`config.mk`:
```
export PLATFORM = sky130hd
export DESIGN_NAME = fbio_top
export DESIGN_NICKNAME = d
export VERILOG_FILES = /design/src/fbio_pkg.sv /design/src/fbio_pin_if.sv /design/src/fbio_sync.sv /design/src/fbio_top.sv
export SDC_FILE = /design/constraint.sdc
export NUM_CORES = 1
export LEC_CHECK = 0
export ABC_CLOCK_PERIOD_IN_PS = 2200
export BUFFER_PORTS_ARGS = -buffer_cell sky130_fd_sc_hd__buf_2
export CORE_ASPECT_RATIO = 2
export CORE_MARGIN = 2
export CORE_UTILIZATION = 38
export DETAILED_ROUTE_END_ITERATION = 16
export PLACE_DENSITY = 0.84
export SYNTH_ARGS = -nofsm -noshare
export SYNTH_HDL_FRONTEND = slang
export SYNTH_SLANG_ARGS = --single-unit
```
`constraint.sdc`:
```
create_clock -name REF_CLK -period 2.2 [get_ports REF_CLK]
set_clock_uncertainty 0.2 [all_clocks]
set_input_delay 0 -clock REF_CLK [delete_from_list [all_inputs] [get_ports REF_CLK]]
set_output_delay 0 -clock REF_CLK [all_outputs]
set_load 0.02 [all_outputs]
```
`src/fbio_pkg.sv`:
```
// Package: register map, field positions and reset values of the I/O port
package fbio_pkg;
  localparam int ADDR_W = 12;
  localparam logic [11:0] OFF_PORT_DATA = 12'hf60;
  localparam logic [11:0] OFF_PORT_DIRECTION = 12'hf7d;
  localparam logic [11:0] OFF_PORT_PULLUP_CONTROL = 12'hf7e;
  localparam int PORT_W = 4;
  localparam int DIR_BIT = 0;
  localparam int PUP_BIT = 0;
  localparam logic RST_DIRECTION = 1'b0;
  localparam logic RST_PULLUP_DISABLE = 1'b0;
  localparam logic [3:0] RST_PORT_DATA = 4'h0;
endpackage

```
`src/fbio_pin_if.sv`:
```
// Interface: pin-side signals between the port core and the pin stage
`timescale 1ns/1ps
interface fbio_pin_if;
  logic [3:0] pin_sync;
  logic [3:0] pin_raw;
  modport core (input pin_sync);
  modport pins (input pin_raw, output pin_sync);
endinterface

```
`src/fbio_sync.sv`:
```
// Two-stage synchroniser for the four external pin levels
`timescale 1ns/1ps
module fbio_sync (
  input wire logic clk,
  input wire logic rst_n,
  fbio_pin_if.pins pif
);
  logic [3:0] meta_q;
  logic [3:0] stable_q;

  // First stage feeds only the second, to contain metastability
  always_ff @(posedge clk or negedge rst_n) begin
    if (!rst_n) begin
      meta_q <= 4'h0;
      stable_q <= 4'h0;
    end else begin
      meta_q <= pif.pin_raw;
      stable_q <= meta_q;
    end
  end

  assign pif.pin_sync = stable_q;
endmodule

```
`src/fbio_top.sv`:
```
// Top: four-line bidirectional I/O port with Avalon-MM register access
//
// Design decision made here: register access over Avalon-MM.
`timescale 1ns/1ps
//------------------------------------------------------------
// How it works
// - One direction bit sets all four lines to input or output.
// - Direction bit 0 = 1 gives output, 0 gives input; it reads back.
// - Reset clears the direction bit so all lines start as inputs.
// - One pull-up bit at bit 0 governs all four pull-ups together.
// - Pull-up bit 0 enables pull-ups, 1 disables them; it is readable.
// - Reset clears the pull-up bit, leaving the lines pulled up.
// - In output mode each latched data bit drives its pin high or low.
// - Data writes are latched even while the lines are inputs.
// - In input mode a data read returns the external pin levels.
// - In output mode a data read returns the pin levels, not the latched data.
// - A read bit is 1 for a high pin and 0 for a low pin.
//------------------------------------------------------------
module fbio_top (
  input wire logic REF_CLK,
  input wire logic RSTN,
  input wire logic [11:0] AVS_ADDRESS,
  input wire logic AVS_READ,
  input wire logic AVS_WRITE,
  input wire logic [31:0] AVS_WRITEDATA,
  input wire logic [3:0] AVS_BYTEENABLE,
  output logic [31:0] AVS_READDATA,
  output logic AVS_WAITREQUEST,
  output logic [1:0] AVS_RESPONSE,
  input wire logic [3:0] PORT_LINES_IN,
  output logic [3:0] PORT_LINES_OUT,
  output logic [3:0] PORT_LINES_OE,
  output logic [3:0] PORT_PULLUP_EN
);
  fbio_pin_if pif ();

  logic [3:0] port_data_q;
  logic port_direction_select_q;
  logic pullup_disable_q;
  logic ack_q;
  logic [31:0] rdata_q;
  logic [1:0] resp_q;
  logic req;
  logic wr_take;
  logic rd_take;
  logic hit_data;
  logic hit_dir;
  logic hit_pup;
  logic [3:0] read_level;

  //------------------------------------------------------------
  // Pin input synchronisation
  //------------------------------------------------------------
  assign pif.pin_raw = PORT_LINES_IN;

  fbio_sync u_sync (
    .clk(REF_CLK),
    .rst_n(RSTN),
    .pif(pif)
  );

  //------------------------------------------------------------
  // Bus decode
  //------------------------------------------------------------
  // One wait cycle per access: the answer is registered, waitrequest drops
  // in the second cycle of the request
  assign req = AVS_READ | AVS_WRITE;
  assign wr_take = AVS_WRITE & ~ack_q;
  assign rd_take = AVS_READ & ~ack_q;
  assign hit_data = (AVS_ADDRESS == fbio_pkg::OFF_PORT_DATA);
  assign hit_dir = (AVS_ADDRESS == fbio_pkg::OFF_PORT_DIRECTION);
  assign hit_pup = (AVS_ADDRESS == fbio_pkg::OFF_PORT_PULLUP_CONTROL);
  assign AVS_WAITREQUEST = req & ~ack_q;
  assign AVS_READDATA = rdata_q;
  assign AVS_RESPONSE = resp_q;

  // Acknowledge flag, high for exactly one cycle per request
  always_ff @(posedge REF_CLK or negedge RSTN) begin
    if (!RSTN) begin
      ack_q <= 1'b0;
    end else begin
      ack_q <= req & ~ack_q;
    end
  end

  //------------------------------------------------------------
  // Registers
  //------------------------------------------------------------
  // Data latch accepts writes in either direction mode
  always_ff @(posedge REF_CLK or negedge RSTN) begin
    if (!RSTN) begin
      port_data_q <= fbio_pkg::RST_PORT_DATA;
    end else if (wr_take && hit_data && AVS_BYTEENABLE[0]) begin
      port_data_q <= AVS_WRITEDATA[3:0];
    end
  end

  // Direction bit; only bit 0 is stored, upper bits are dropped
  always_ff @(posedge REF_CLK or negedge RSTN) begin
    if (!RSTN) begin
      port_direction_select_q <= fbio_pkg::RST_DIRECTION;
    end else if (wr_take && hit_dir && AVS_BYTEENABLE[0]) begin
      port_direction_select_q <= AVS_WRITEDATA[fbio_pkg::DIR_BIT];
    end
  end

  // Pull-up control bit; only bit 0 is stored
  always_ff @(posedge REF_CLK or negedge RSTN) begin
    if (!RSTN) begin
      pullup_disable_q <= fbio_pkg::RST_PULLUP_DISABLE;
    end else if (wr_take && hit_pup && AVS_BYTEENABLE[0]) begin
      pullup_disable_q <= AVS_WRITEDATA[fbio_pkg::PUP_BIT];
    end
  end

  //------------------------------------------------------------
  // Pin drive
  //------------------------------------------------------------
  // One enable fans out to all four lines
  assign PORT_LINES_OE = {4{port_direction_select_q}};
  assign PORT_LINES_OUT = port_data_q;
  assign PORT_PULLUP_EN = {4{~pullup_disable_q}};

  // The pin level is read in both modes, so a heavy load that pulls a
  // driven line shows up in the read value rather than the latch
  assign read_level = pif.pin_sync;

  //------------------------------------------------------------
  // Read data
  //------------------------------------------------------------
  // Unmapped addresses read zero with a decode-error response
  always_ff @(posedge REF_CLK or negedge RSTN) begin
    if (!RSTN) begin
      rdata_q <= 32'h0000_0000;
      resp_q <= 2'h0;
    end else if (rd_take || wr_take) begin
      rdata_q <= 32'h0000_0000;
      resp_q <= 2'h0;
      if (hit_data) begin
        rdata_q <= {28'h0000000, read_level};
      end else if (hit_dir) begin
        rdata_q <= {31'h00000000, port_direction_select_q};
      end else if (hit_pup) begin
        rdata_q <= {31'h00000000, pullup_disable_q};
      end else begin
        resp_q <= 2'h3;
      end
    end
  end
endmodule

```
Word-level counts from Yosys, hierarchy flattened --
Index checks and enable logic that the tools add are counted. W data, S select, Z words.
Word-level totals: flip-flop bits (word level) 49, output and inout port bits 47, bits of input ports 56
Cells by class: reductions and logical operators 7, multiplexer cells 6, bitwise logic cells 6, equal/unequal tests 3
Operators by type and width (number):
- $eq A12 B12 Y1 const B | 3
- $logic_and A1 B1 Y1 | 6
- $mux W2 | 3
- $mux W4 | 1
- $and A1 B1 Y1 | 3
- $mux W1 | 2
- $not A1 Y1 | 2
- $logic_or A1 B1 Y1 | 1
- $or A1 B1 Y1 | 1

Longest topological paths before layout --
Gate-level depths: netlist (run 1).
word-level depth 4, gate-level depth with buffers 4, depth with buffers taken out 4

Hierarchy --
From an unflattened synthesis (run 1), not the netlist that was laid out.
Second synthesis, totals: cell total of the unflattened synthesis 91, area, all modules 1059.8 um^2
By module, submodules not included:
- fbio_top | cells each 83, times used 1, area an instance 859.6 um^2, seq. area each 300.3 um^2
- fbio_sync | cells each 8, times used 1, area an instance 200.2 um^2, seq. area each 200.2 um^2

Worst setup path before layout (run 1) --
Ideal clock, no wire load.
kind register to register, start point register ack_q, end point register rdata_q[0] (netlist: AVS_READDATA[0]), data required time 1.874 ns, setup time 0.126 ns, slack 0.631 ns, stages on the path, launching flop included 5, clock period less this slack 1.569 ns, data arrival time 1.243 ns, cell sequence dfrtp_1 o21bai_1 inv_1 and2_2 a221o_1
Between the ends: word-level cells in the longest chain between the ends 3
RTL lines:
- from (decl) | RTL line fbio_top.sv:40 | logic ack_q;
- from (signal assigned) | RTL line fbio_top.sv:82 | ack_q <= req & ~ack_q;
- $not A1 Y1 (*) | RTL line fbio_top.sv:68, fbio_top.sv:69
- $and A1 B1 Y1, on equally long branches | RTL line fbio_top.sv:69, fbio_top.sv:68
- $logic_or A1 B1 Y1 (*) | RTL line fbio_top.sv:136 | end else if (rd_take || wr_take) begin
- to (signal assigned) | RTL line fbio_top.sv:140 | rdata_q <= {28'h0000000, read_level};
- to (signal assigned) | RTL line fbio_top.sv:142 | rdata_q <= {31'h00000000, port_direction_select_q};
- to (signal assigned) | RTL line fbio_top.sv:144 | rdata_q <= {31'h00000000, pullup_disable_q};
- to (decl) | RTL line fbio_top.sv:41 | logic [31:0] rdata_q;
Mark *: on every way between the ends. The rest lies on a longest branch, timed or not. A chain may end at the register's enable or synchronous reset.

Worst setup path in the final report (run 1) --
start point input AVS_ADDRESS[4], end point register port_data_q[3] (netlist: PORT_LINES_OUT[3])
Between the ends: word-level cells in the longest chain between the ends 3
RTL lines:
- from (decl) | RTL line fbio_top.sv:22 | input wire logic [11:0] AVS_ADDRESS,
- $eq A12 B12 Y1 | RTL line fbio_top.sv:70 | assign hit_data = (AVS_ADDRESS == fbio_pkg::OFF_PORT_DATA);
- $logic_and A1 B1 Y1 (2 in series) | RTL line fbio_top.sv:93 | end else if (wr_take && hit_data && AVS_BYTEENABLE[0]) begin
- to (signal assigned) | RTL line fbio_top.sv:92 | port_data_q <= fbio_pkg::RST_PORT_DATA;
- to (signal assigned) | RTL line fbio_top.sv:94 | port_data_q <= AVS_WRITEDATA[3:0];
- to (decl) | RTL line fbio_top.sv:37 | logic [3:0] port_data_q;
No other way between the ends.

==> results of run 1 <==
[metrics by stage]
step / power (mW) / hold WS, ns / std cells / util [%] / area (um^2)
2_1_floorplan: 0.5045 / -0.4956 / 115 / - / 1150
3_3_place_gp: 0.5003 / -0.2564 / 151 / 41.85 / 1131
3_5_place_dp: 0.5038 / -0.2421 / 151 / 41.85 / 1131
4_1_cts: 0.8692 / 0.03604 / 172 / 50.79 / 1373
5_1_grt: 0.9052 / 0.07190 / 172 / 50.97 / 1378
6_report: 0.8650 / 0.01852 / 172 / 50.97 / 1378
[cell usage after synthesis]
master    count
and3_1        1
nand4_1       1
a221o_1       1
mux2_2        2
o21a_1        1
nand3_1       3
or4_4         1
inv_1         2
a22o_1        4
o21bai_1      1
nand2_1       1
and2_2        1
nor3_1        1
o31ai_1       1
nand2_4       1
and3b_1       1
nor4_4        1
conb_1        1
mux2_4        4
dfrtp_1      20
nor2b_1       2
nand3b_1      1
buf_4        36
[what timing repair did]
action / 4_1_cts / 5_1_grt
endpoints found under the hold margin: 32 / 0
setup endpoints to repair: 0 / 1
gates resized for setup: 0 / 1
hold buffers: 17 / 0
[cell type report]
class	count	area (um^2)
sequential	20	500.5
fill	245	1325
clock buffer	3	41.29
inverter	2	7.507
tap	29	36.28
clock inverter	1	30.03
timing repair buffer	60	385.4
multi-input combinational	57	376.6
[per-layer routing]
layer  up-vias  share of wire, %
li1        341                 -
met4         0                 0
met1       346                33
met2        45                58
met3         0               8.8
met5         -                 0
[final timing paths]
check | to | slack, ns
worst max-delay path | PORT_LINES_OUT[3]$_DFFE_PN0P_ | 0.09
worst min-delay path | AVS_RESPONSE[0]$_DFFE_PN0P_ | 0.02
worst max register to register | PORT_LINES_OUT[3]$_DFFE_PN0P_ | 0.24
worst min register to register | u_sync.pif.pin_sync[1]$_DFF_PN0_ | 0.15
max in group asynchronous | u_sync.meta_q[0]$_DFF_PN0_ | 1.48
min in group REF_CLK | AVS_RESPONSE[0]$_DFFE_PN0P_ | 0.04
[worst max-delay path: cells and delay by family]
family                 cells  cell delay (ns)
buffers and inverters      3             1.23
muxes                      1             0.32
and+or+nand+nor            2             0.49
[report_power, final]
part	switching [mW]	internal, mW	total (mW)
clock	0.107	0.242	0.349
combinational	0.0868	0.0435	0.130
sequential	0.00508	0.380	0.386
total	0.199	0.666	0.865
[flip-flops by register name, summed over array words and instances (netlist names)]
name,flops
AVS_READDATA,4
AVS_RESPONSE,1
PORT_LINES_OUT,4
ack_q,1
port_direction_select_q,1
pullup_disable_q,1
u_sync.meta_q,4
u_sync.pif.pin_sync,4
[cells by family after synthesis]
group                  after synthesis  share of synthesized area (%)
buffers and inverters               38                          26.49
other                                1                         0.3577
AOI/OAI and AO/OA                    8                          6.444
DFF                                 20                          47.73
muxes                                6                          7.876
and+or+nand+nor                     15                          11.10
==> run_results.csv, run 1 <==
group,metric,value,unit
critical_path,cp.required,2.13,ns
route,routedWlPerCell,10.65,um
global_route,met2_usage,21.41,%
global_route,grt_usage,11.61,%
synth,synth_warnings,0,
critical_path,r2r_start,"ack_q$_DFF_PN0_",
clock_tree,post_cts_buffers,0,
placement,place.gp.congestion,0.6617,
pwr,power.leakage,0.7786,nW
clock_tree,cts_tree,"done",
sta,min_period,2.112,ns
critical_path,cp-startpoint,"AVS_ADDRESS[4]",
synth,netlist_instances,88,
synth,ys_ff_latch,20,
global_route,grt_pass1_wl,2718,um
global_route,grt_antenna_before_repair,0,
synth,syn_area,0.001049,mm^2
floorplan,die_h,78.29,um
sta,slew_violations,0,
sta,setup_viol,0,
route,vias_per_cell,4.256,
synth,ys_seq_area_share,47.73,%
clock_tree,clk_path_buf_depth,2,
finish,layout-drive-gt1-share,40.56,%
floorplan,dieArea,0.003221,mm^2
route,wl,1831,um
sta,layout_setup_ws,0.08770,ns
synth,yosysTopAreaCell,"dfrtp_1",
critical_path,r2r.worst_path.cells,4,
critical_path,slowest_stage,"dlygate4sd3_1",
outcome,status,"completed",
synth,ys_top_cells_by_area,"dfrtp_1, buf_4, mux2_4",
placement,place_hpwl,1387,um
route,dr.pass1.iters,2,
critical_path,timing.critical_path.cells,"dlygate4sd3_1 > buf_2 > nor4_4 > nand2_4 > mux2_4 > dlygate4sd3_1",
critical_path,critPathKind,"in2reg",
clock_tree,clkLatencyLatePin,0.25,ns
critical_path,cp.arrival,2.04,ns
flow_run,cap_viol_max_count,0,
clock_tree,clock-root-buffer,"clkbuf_8",
finish,areaGrowthSynthToFinish,31.38,%
synth,synth_top_area_share,47.73,%
floorplan,start_util,38.80,%
finish,antennaDiodeCount,0,
placement,io_buffers,43,
global_route,use_met1,12.99,%
placement,pre_cts_ws,0.5208,ns
synth,yosysUniqueCellTypes,23,
sta,rsz0062_at_grt,"false",
critical_path,worst_setup_path_start_kind,"input port",
critical_path,path_max_fanout,4,
route,antenna_left,0,
route,drc_errors,0,
sta,finalCritPeriodShare,96.01,%
finish,num-nets-final,200,
floorplan,rows,27,
global_route,grt_max_degree,21,
critical_path,worstSetupEndpointType,"register",
sta,fmax,0.4734,GHz
floorplan,fp.coreArea,0.002703,mm^2
hold_path,hold_class,"in2async",
pwr,powerDensity,627.9,mW/mm^2
global_route,first_global_vias,670,
route,vias,732,
clock_tree,cts_max_level,1,
clock_tree,numCtsBuffers,3,
sta,setup-tns-final,0,ns
clock_tree,clock-sinks,20,
sta,hold_violations,0,
global_route,top_usage_layer,"met2",
finish,layout_commonest_cell,"buf_2",
pwr,ir_drop,0.5376,mV
clock_tree,clk_pin_slew,0.07,ns
finish,final_cell_mix,"buf_2, conb_1, dfrtp_1, dlygate4sd3_1",
floorplan,die_x,41.15,um
critical_path,cp_common_cell,"dlygate4sd3_1",
global_route,overflow,0,
route,first_iter_violations,11,
critical_path,slowest_delay,0.56,ns
floorplan,pin_count,103,
synth,synth_area_per_cell,11.91,um^2
global_route,grt_use_met3,1.695,%
Note: power is estimated with default switching activity, not from simulation.
==> run 2: changes to the inputs <==
--- a/config.mk
+++ b/config.mk
@@ -11,6 +11,7 @@
 export CORE_MARGIN = 2
 export CORE_UTILIZATION = 38
 export DETAILED_ROUTE_END_ITERATION = 16
+export HOLD_SLACK_MARGIN = 0.03
 export PLACE_DENSITY = 0.84
 export SYNTH_ARGS = -nofsm -noshare
 export SYNTH_HDL_FRONTEND = slang
==> run 2 against run 1 <==
Die area stayed put. Sequential share of layout area is 0.26 points lower. Wire length is 1.4% higher. First-iteration DRC count is 18% higher. Global-route usage is 0.11 points higher.
==> run_results.csv, run 2 (synthesis results as in run 1) <==
group,metric,value,unit
placement,place_hpwl,1387,um
critical_path,r2r_slack,0.25,ns
pwr,seqPwrFrac,44.3,%
global_route,met2_usage,21.72,%
finish,antennaDiodeCount,0,
clock_tree,clkLatencyLatePin,0.25,ns
finish,layout-drive-gt1-share,40.28,%
global_route,overflow,0,
finish,final_util,51.34,%
floorplan,rows,27,
sta,hold_violations,0,
pwr,switchingPower,0.1998,mW
floorplan,die_x,41.15,um
critical_path,cp.required,2.13,ns
finish,layout_commonest_cell,"buf_2",
placement,dp_cells,151,
global_route,grt_use_met3,1.695,%
critical_path,path_max_fanout,4,
outcome,status,"completed",
floorplan,die_h,78.29,um
pwr,power.leakage,0.7820,nW
clock_tree,cts_tree,"done",
route,dr.pass1.iters,2,
pwr,ir_drop,0.5421,mV
floorplan,fp.coreArea,0.002703,mm^2
finish,final_cell_mix,"buf_2, conb_1, dfrtp_1, dlygate4sd3_1",
clock_tree,cts_max_level,1,
sta,setup-tns-final,0,ns
pwr,p_total,0.8698,mW
clock_tree,post_cts_buffers,0,
pwr,powerDensity,626.8,mW/mm^2
global_route,first_global_vias,669,
global_route,grt_usage,11.71,%
route,drc_errors,0,
critical_path,worst_setup_path_start_kind,"input port",
floorplan,pin_count,103,
global_route,grt_antenna_before_repair,0,
global_route,grt_max_degree,21,
global_route,top_usage_layer,"met2",
sta,setup_viol,0,
floorplan,start_util,38.80,%
global_route,grt_pass1_wl,2732,um
sta,rsz0062_at_grt,"false",
placement,place.gp.congestion,0.6617,
critical_path,cp.arrival,2.05,ns
pwr,power.share.switching,22.97,%
critical_path,worstSetupEndpointType,"register",
sta,finalCritPeriodShare,96.06,%
pwr,comb_power_share,15.6,%
pwr,clkPwrFrac,40.1,%
finish,areaGrowthSynthToFinish,32.34,%
sta,min_period,2.113,ns
floorplan,dieArea,0.003221,mm^2
sta,worst_hold_slack,0.01853,ns
finish,fillers,246,
clock_tree,numCtsBuffers,3,
route,vias,738,
flow_run,cap_viol_max_count,0,
sta,slew_violations,0,
clock_tree,clock-sinks,20,
sta,fmax,0.4732,GHz
clock_tree,clk_path_buf_depth,2,
global_route,use_met1,12.99,%
route,wl,1857,um
route,antenna_left,0,
placement,io_buffers,43,
finish,num-nets-final,201,
route,routedWlPerCell,10.73,um
finish,fin_cells,173,
critical_path,critPathKind,"in2reg",
clock_tree,clock-root-buffer,"clkbuf_8",
route,vias_per_cell,4.266,
route,first_iter_violations,13,
clock_tree,clk_pin_slew,0.07,ns
hold_path,hold_class,"in2async",
pwr,cellInternalPower,0.6700,mW
## run 2: layout make-up
cell class,count,area [um^2],share of cell area (%)
Sequential cell,20,500.5,36.07
Clock inverter,1,30.03,2.164
Inverter,2,7.507,0.5410
Timing Repair Buffer,61,395.4,28.49
Clock buffer,3,41.29,2.976
Multi-Input combinational cell,57,376.6,27.14
Tap cell,29,36.28,2.615
## run 2: metrics by stage
step | area [um^2] | setup slack, ns
2_1_floorplan | 1150 | 0.6310
3_3_place_gp | 1131 | 0.5377
3_5_place_dp | 1131 | 0.5208
4_1_cts | 1383 | 0.07214
5_1_grt | 1388 | 0.03086
6_report | 1388 | 0.08658
## run 2: final timing paths
path                                            startpoint                               end  depth (start not counted)
max in group asynchronous                             RSTN        u_sync.meta_q[0]$_DFF_PN0_                          2
worst max-delay path                        AVS_ADDRESS[4]     PORT_LINES_OUT[3]$_DFFE_PN0P_                          6
worst max register to register             ack_q$_DFF_PN0_     PORT_LINES_OUT[3]$_DFFE_PN0P_                          4
worst min-delay path                                  RSTN       AVS_RESPONSE[0]$_DFFE_PN0P_                          2
min in group REF_CLK                        AVS_ADDRESS[3]       AVS_RESPONSE[0]$_DFFE_PN0P_                          4
worst min register to register  u_sync.meta_q[1]$_DFF_PN0_  u_sync.pif.pin_sync[1]$_DFF_PN0_                          0
## run 2: timing repair
action,in CTS,in global routing
endpoints found under the setup margin,0,1
hold buffers,18,0
gates resized for setup,0,1
endpoints found under the hold margin,32,0
## run 2: critical path: stages
cell and delay (ns):
dlygate4sd3_1 0.53, buf_2 0.14, nor4_4 0.37, nand2_4 0.12
mux2_4 0.32, dlygate4sd3_1 0.56
## run 2: metal layers
layer | vias to the layer above | share of wire [%]
li1 | 343 | -
met1 | 350 | 33
met2 | 45 | 58
met3 | 0 | 8.8
met4 | 0 | 0
met5 | - | 0
## run 2: power groups by stage
stage / Clock, mW / Combinational [mW] / Sequential [mW]
2_1_floorplan: 0 / 0.109 / 0.396
3_3_place_gp: 0 / 0.109 / 0.392
3_5_place_dp: 0 / 0.112 / 0.392
4_1_cts: 0.355 / 0.133 / 0.385
5_1_grt: 0.375 / 0.149 / 0.386
6_report: 0.349 / 0.135 / 0.385
==> run 3: changes to the inputs <==
--- a/config.mk
+++ b/config.mk
@@ -15,4 +15,5 @@
 export PLACE_DENSITY = 0.84
 export SYNTH_ARGS = -nofsm -noshare
 export SYNTH_HDL_FRONTEND = slang
+export SYNTH_HIERARCHICAL = 1
 export SYNTH_SLANG_ARGS = --single-unit
==> run 3 against run 2 <==
Global-route usage rose by 2.0 points. First-iteration DRC count fell by 77%. Sequential share of layout area is 1.1 points lower. Synthesized cell count up 3.4%. Setup slack worse by 0.00062 ns. Hold slack improved by 0.0045 ns. Largest cell class unchanged. Synthesized area up 1.1%. Largest power group unchanged. Non-clock buffer count rose by 3. Fmax hardly changed. Utilization up 1.6 points. Wire length up 9.2%.
==> run_results.csv, run 3 <==
group,metric,value,unit
finish,fillers,248,
clock_tree,cts_max_level,1,
route,dr.pass1.iters,2,
floorplan,start_util,39.21,%
floorplan,dieArea,0.003253,mm^2
critical_path,r2r_start,"ack_q$_DFF_PN0_",
critical_path,cp.required,2.14,ns
route,vias_per_cell,4.402,
critical_path,cp.arrival,2.05,ns
outcome,status,"completed",
synth,netlist_top_cells_count,"buf_4, dfrtp_1, a22o_1, mux2_4",
pwr,power.share.switching,22.98,%
sta,setup_viol,0,
sta,hold_violations,0,
route,first_iter_violations,3,
clock_tree,clock-root-buffer,"clkbuf_8",
pwr,seqPwrFrac,44.4,%
pwr,ir_drop,0.4190,mV
placement,place_hpwl,1418,um
synth,synth_top_area_share,47.23,%
critical_path,worstSetupEndpointType,"register",
global_route,first_global_vias,784,
finish,seq_area,500.5,um^2
synth,ys_ff_latch,20,
finish,layout_commonest_cell,"buf_2",
hold_path,hold_class,"in2async",
synth,synth_warnings,6,
global_route,grt_usage,13.67,%
route,routedWlPerCell,11.32,um
sta,fmax,0.4730,GHz
synth,synth_edf_count,0,
route,vias,788,
critical_path,r2r.worst_path.cells,4,
global_route,grt_antenna_before_repair,0,
sta,slew_violations,0,
synth,syn_area,0.001060,mm^2
critical_path,r2r_slack,0.09,ns
floorplan,fp.coreArea,0.002703,mm^2
floorplan,die_h,78.69,um
finish,antennaDiodeCount,0,
synth,synthFlopType,"dfrtp_1",
placement,io_buffers,43,
pwr,cellInternalPower,0.6593,mW
finish,layout-drive-gt1-share,38.00,%
synth,ys_top_cells_by_area,"dfrtp_1, buf_4, mux2_4",
finish,multiInputGateArea,389.1,um^2
finish,num-nets-final,207,
synth,netlist_instances,91,
global_route,grt_pass1_wl,3153,um
clock_tree,clock-sinks,20,
critical_path,worst_setup_path_start_kind,"register",
clock_tree,numCtsBuffers,3,
placement,place.gp.congestion,0.6714,
pwr,clkPwrFrac,41.4,%
route,drc_errors,0,
finish,final_cell_mix,"buf_2, conb_1, dlygate4sd3_1, dfrtp_1",
global_route,grt_max_degree,21,
flow_run,cap_viol_max_count,0,
floorplan,rows,27,
clock_tree,clk_path_buf_depth,2,
synth,yosysUniqueCellTypes,24,
synth,synth_area_per_cell,11.65,um^2
synth,yosysTopAreaCell,"dfrtp_1",
floorplan,die_x,41.34,um
critical_path,r2r-end,"PORT_LINES_OUT[0]$_DFFE_PN0P_",
floorplan,pin_count,103,
route,wl,2027,um
pwr,switchingPower,0.1967,mW
pwr,comb_power_share,14.2,%
route,antenna_left,0,
clock_tree,cts_tree,"done",
synth,ys_seq_area_share,47.23,%
finish,areaGrowthSynthToFinish,34.95,%
synth,ys_async_sr_fraction,100.0,%
clock_tree,clkLatencyLatePin,0.25,ns
critical_path,critPathKind,"reg2reg",
sta,finalCritPeriodShare,96.09,%
sta,rsz0062_at_grt,"false",
pwr,powerDensity,598.6,mW/mm^2
global_route,overflow,0,
critical_path,path_max_fanout,4,
clock_tree,clk_pin_slew,0.07,ns
synth,post-synth-top-count-cell,"buf_4",
sta,min_period,2.114,ns
sta,worst_hold_slack,0.02299,ns
sta,setup-tns-final,0,ns
pwr,power.leakage,0.7909,nW
run 3: worst max-delay path by stage:
| stage | from | end | slack (ns) |
|---|---|---|---|
| 4_1_cts | AVS_ADDRESS[7] | PORT_LINES_OUT[0]$_DFFE_PN0P_ | 0.05 |
| 5_1_grt | AVS_ADDRESS[7] | PORT_LINES_OUT[0]$_DFFE_PN0P_ | 0.04 |
| 3_3_place_gp | AVS_ADDRESS[0] | PORT_LINES_OUT[0]$_DFFE_PN0P_ | 0.60 |
| 2_1_floorplan | ack_q$_DFF_PN0_ | AVS_READDATA[0]$_DFFE_PN0P_ | 0.75 |
| 3_5_place_dp | AVS_ADDRESS[0] | PORT_LINES_OUT[1]$_DFFE_PN0P_ | 0.58 |
| 6_report | ack_q$_DFF_PN0_ | PORT_LINES_OUT[0]$_DFFE_PN0P_ | 0.09 |
run 3: power by group through the flow:
| stage | logic (mW) | registers (mW) | clock network, mW |
|---|---|---|---|
| after floorplan | 0.100 | 0.387 | 0 |
| after global placement | 0.0962 | 0.387 | 0 |
| after detailed placement | 0.0993 | 0.387 | 0 |
| after CTS | 0.118 | 0.380 | 0.358 |
| after global routing | 0.134 | 0.380 | 0.378 |
| final | 0.121 | 0.380 | 0.355 |
run 3: repair_timing:
action	CTS	global route
endpoints found under the hold margin	32	0
hold buffers	21	0
endpoints found under the setup margin	0	1
resized for setup	0	1
buffers inserted	0	0
run 3: kinds of logic after synthesis:
| logic type | synth area share (%) |
|---|---|
| AND/OR/NAND/NOR | 12.99 |
| other | 0.3539 |
| multiplexers | 7.792 |
| flip-flops | 47.23 |
| buffers and inverters | 26.21 |
| AO/OA/AOI/OAI | 5.431 |
run 3: layout make-up:
type / count / share of cell area (%)
repair buffers: 64 / 29.75
clock buffers: 3 / 2.887
inverters: 2 / 0.5249
clock inverters: 1 / 2.100
well taps: 29 / 2.537
flip-flops and latches: 20 / 35.00
multi-input cells: 60 / 27.21
run 3: per-stage QoR:
step / total power [mW] / util (%) / setup WS [ns] / cell area (um^2) / std cells
2_1_floorplan: 0.4869 / - / 0.7545 / 1161 / 118
3_3_place_gp: 0.4830 / 42.27 / 0.5972 / 1142 / 154
3_5_place_dp: 0.4864 / 42.27 / 0.5836 / 1142 / 154
4_1_cts: 0.8561 / 52.69 / 0.05357 / 1424 / 179
5_1_grt: 0.8927 / 52.92 / 0.03675 / 1430 / 179
6_report: 0.8560 / 52.92 / 0.08596 / 1430 / 179
run 3: critical path, cell delays in order, from the launching register on:
cell           delay [ns]
dfrtp_1              0.38
nor2b_1              0.32
nand4_4              0.19
dlygate4sd3_1        0.62
mux2_4               0.30
run 3: layer usage:
layer  vias up  global-route usage [%]  share of wire, %
met3         2                   3.107               9.8
met5         -                       0                 0
met2        57                   26.56                56
li1        362                       -                 -
met1       367                   12.64                33
met4         0                   2.903              0.69
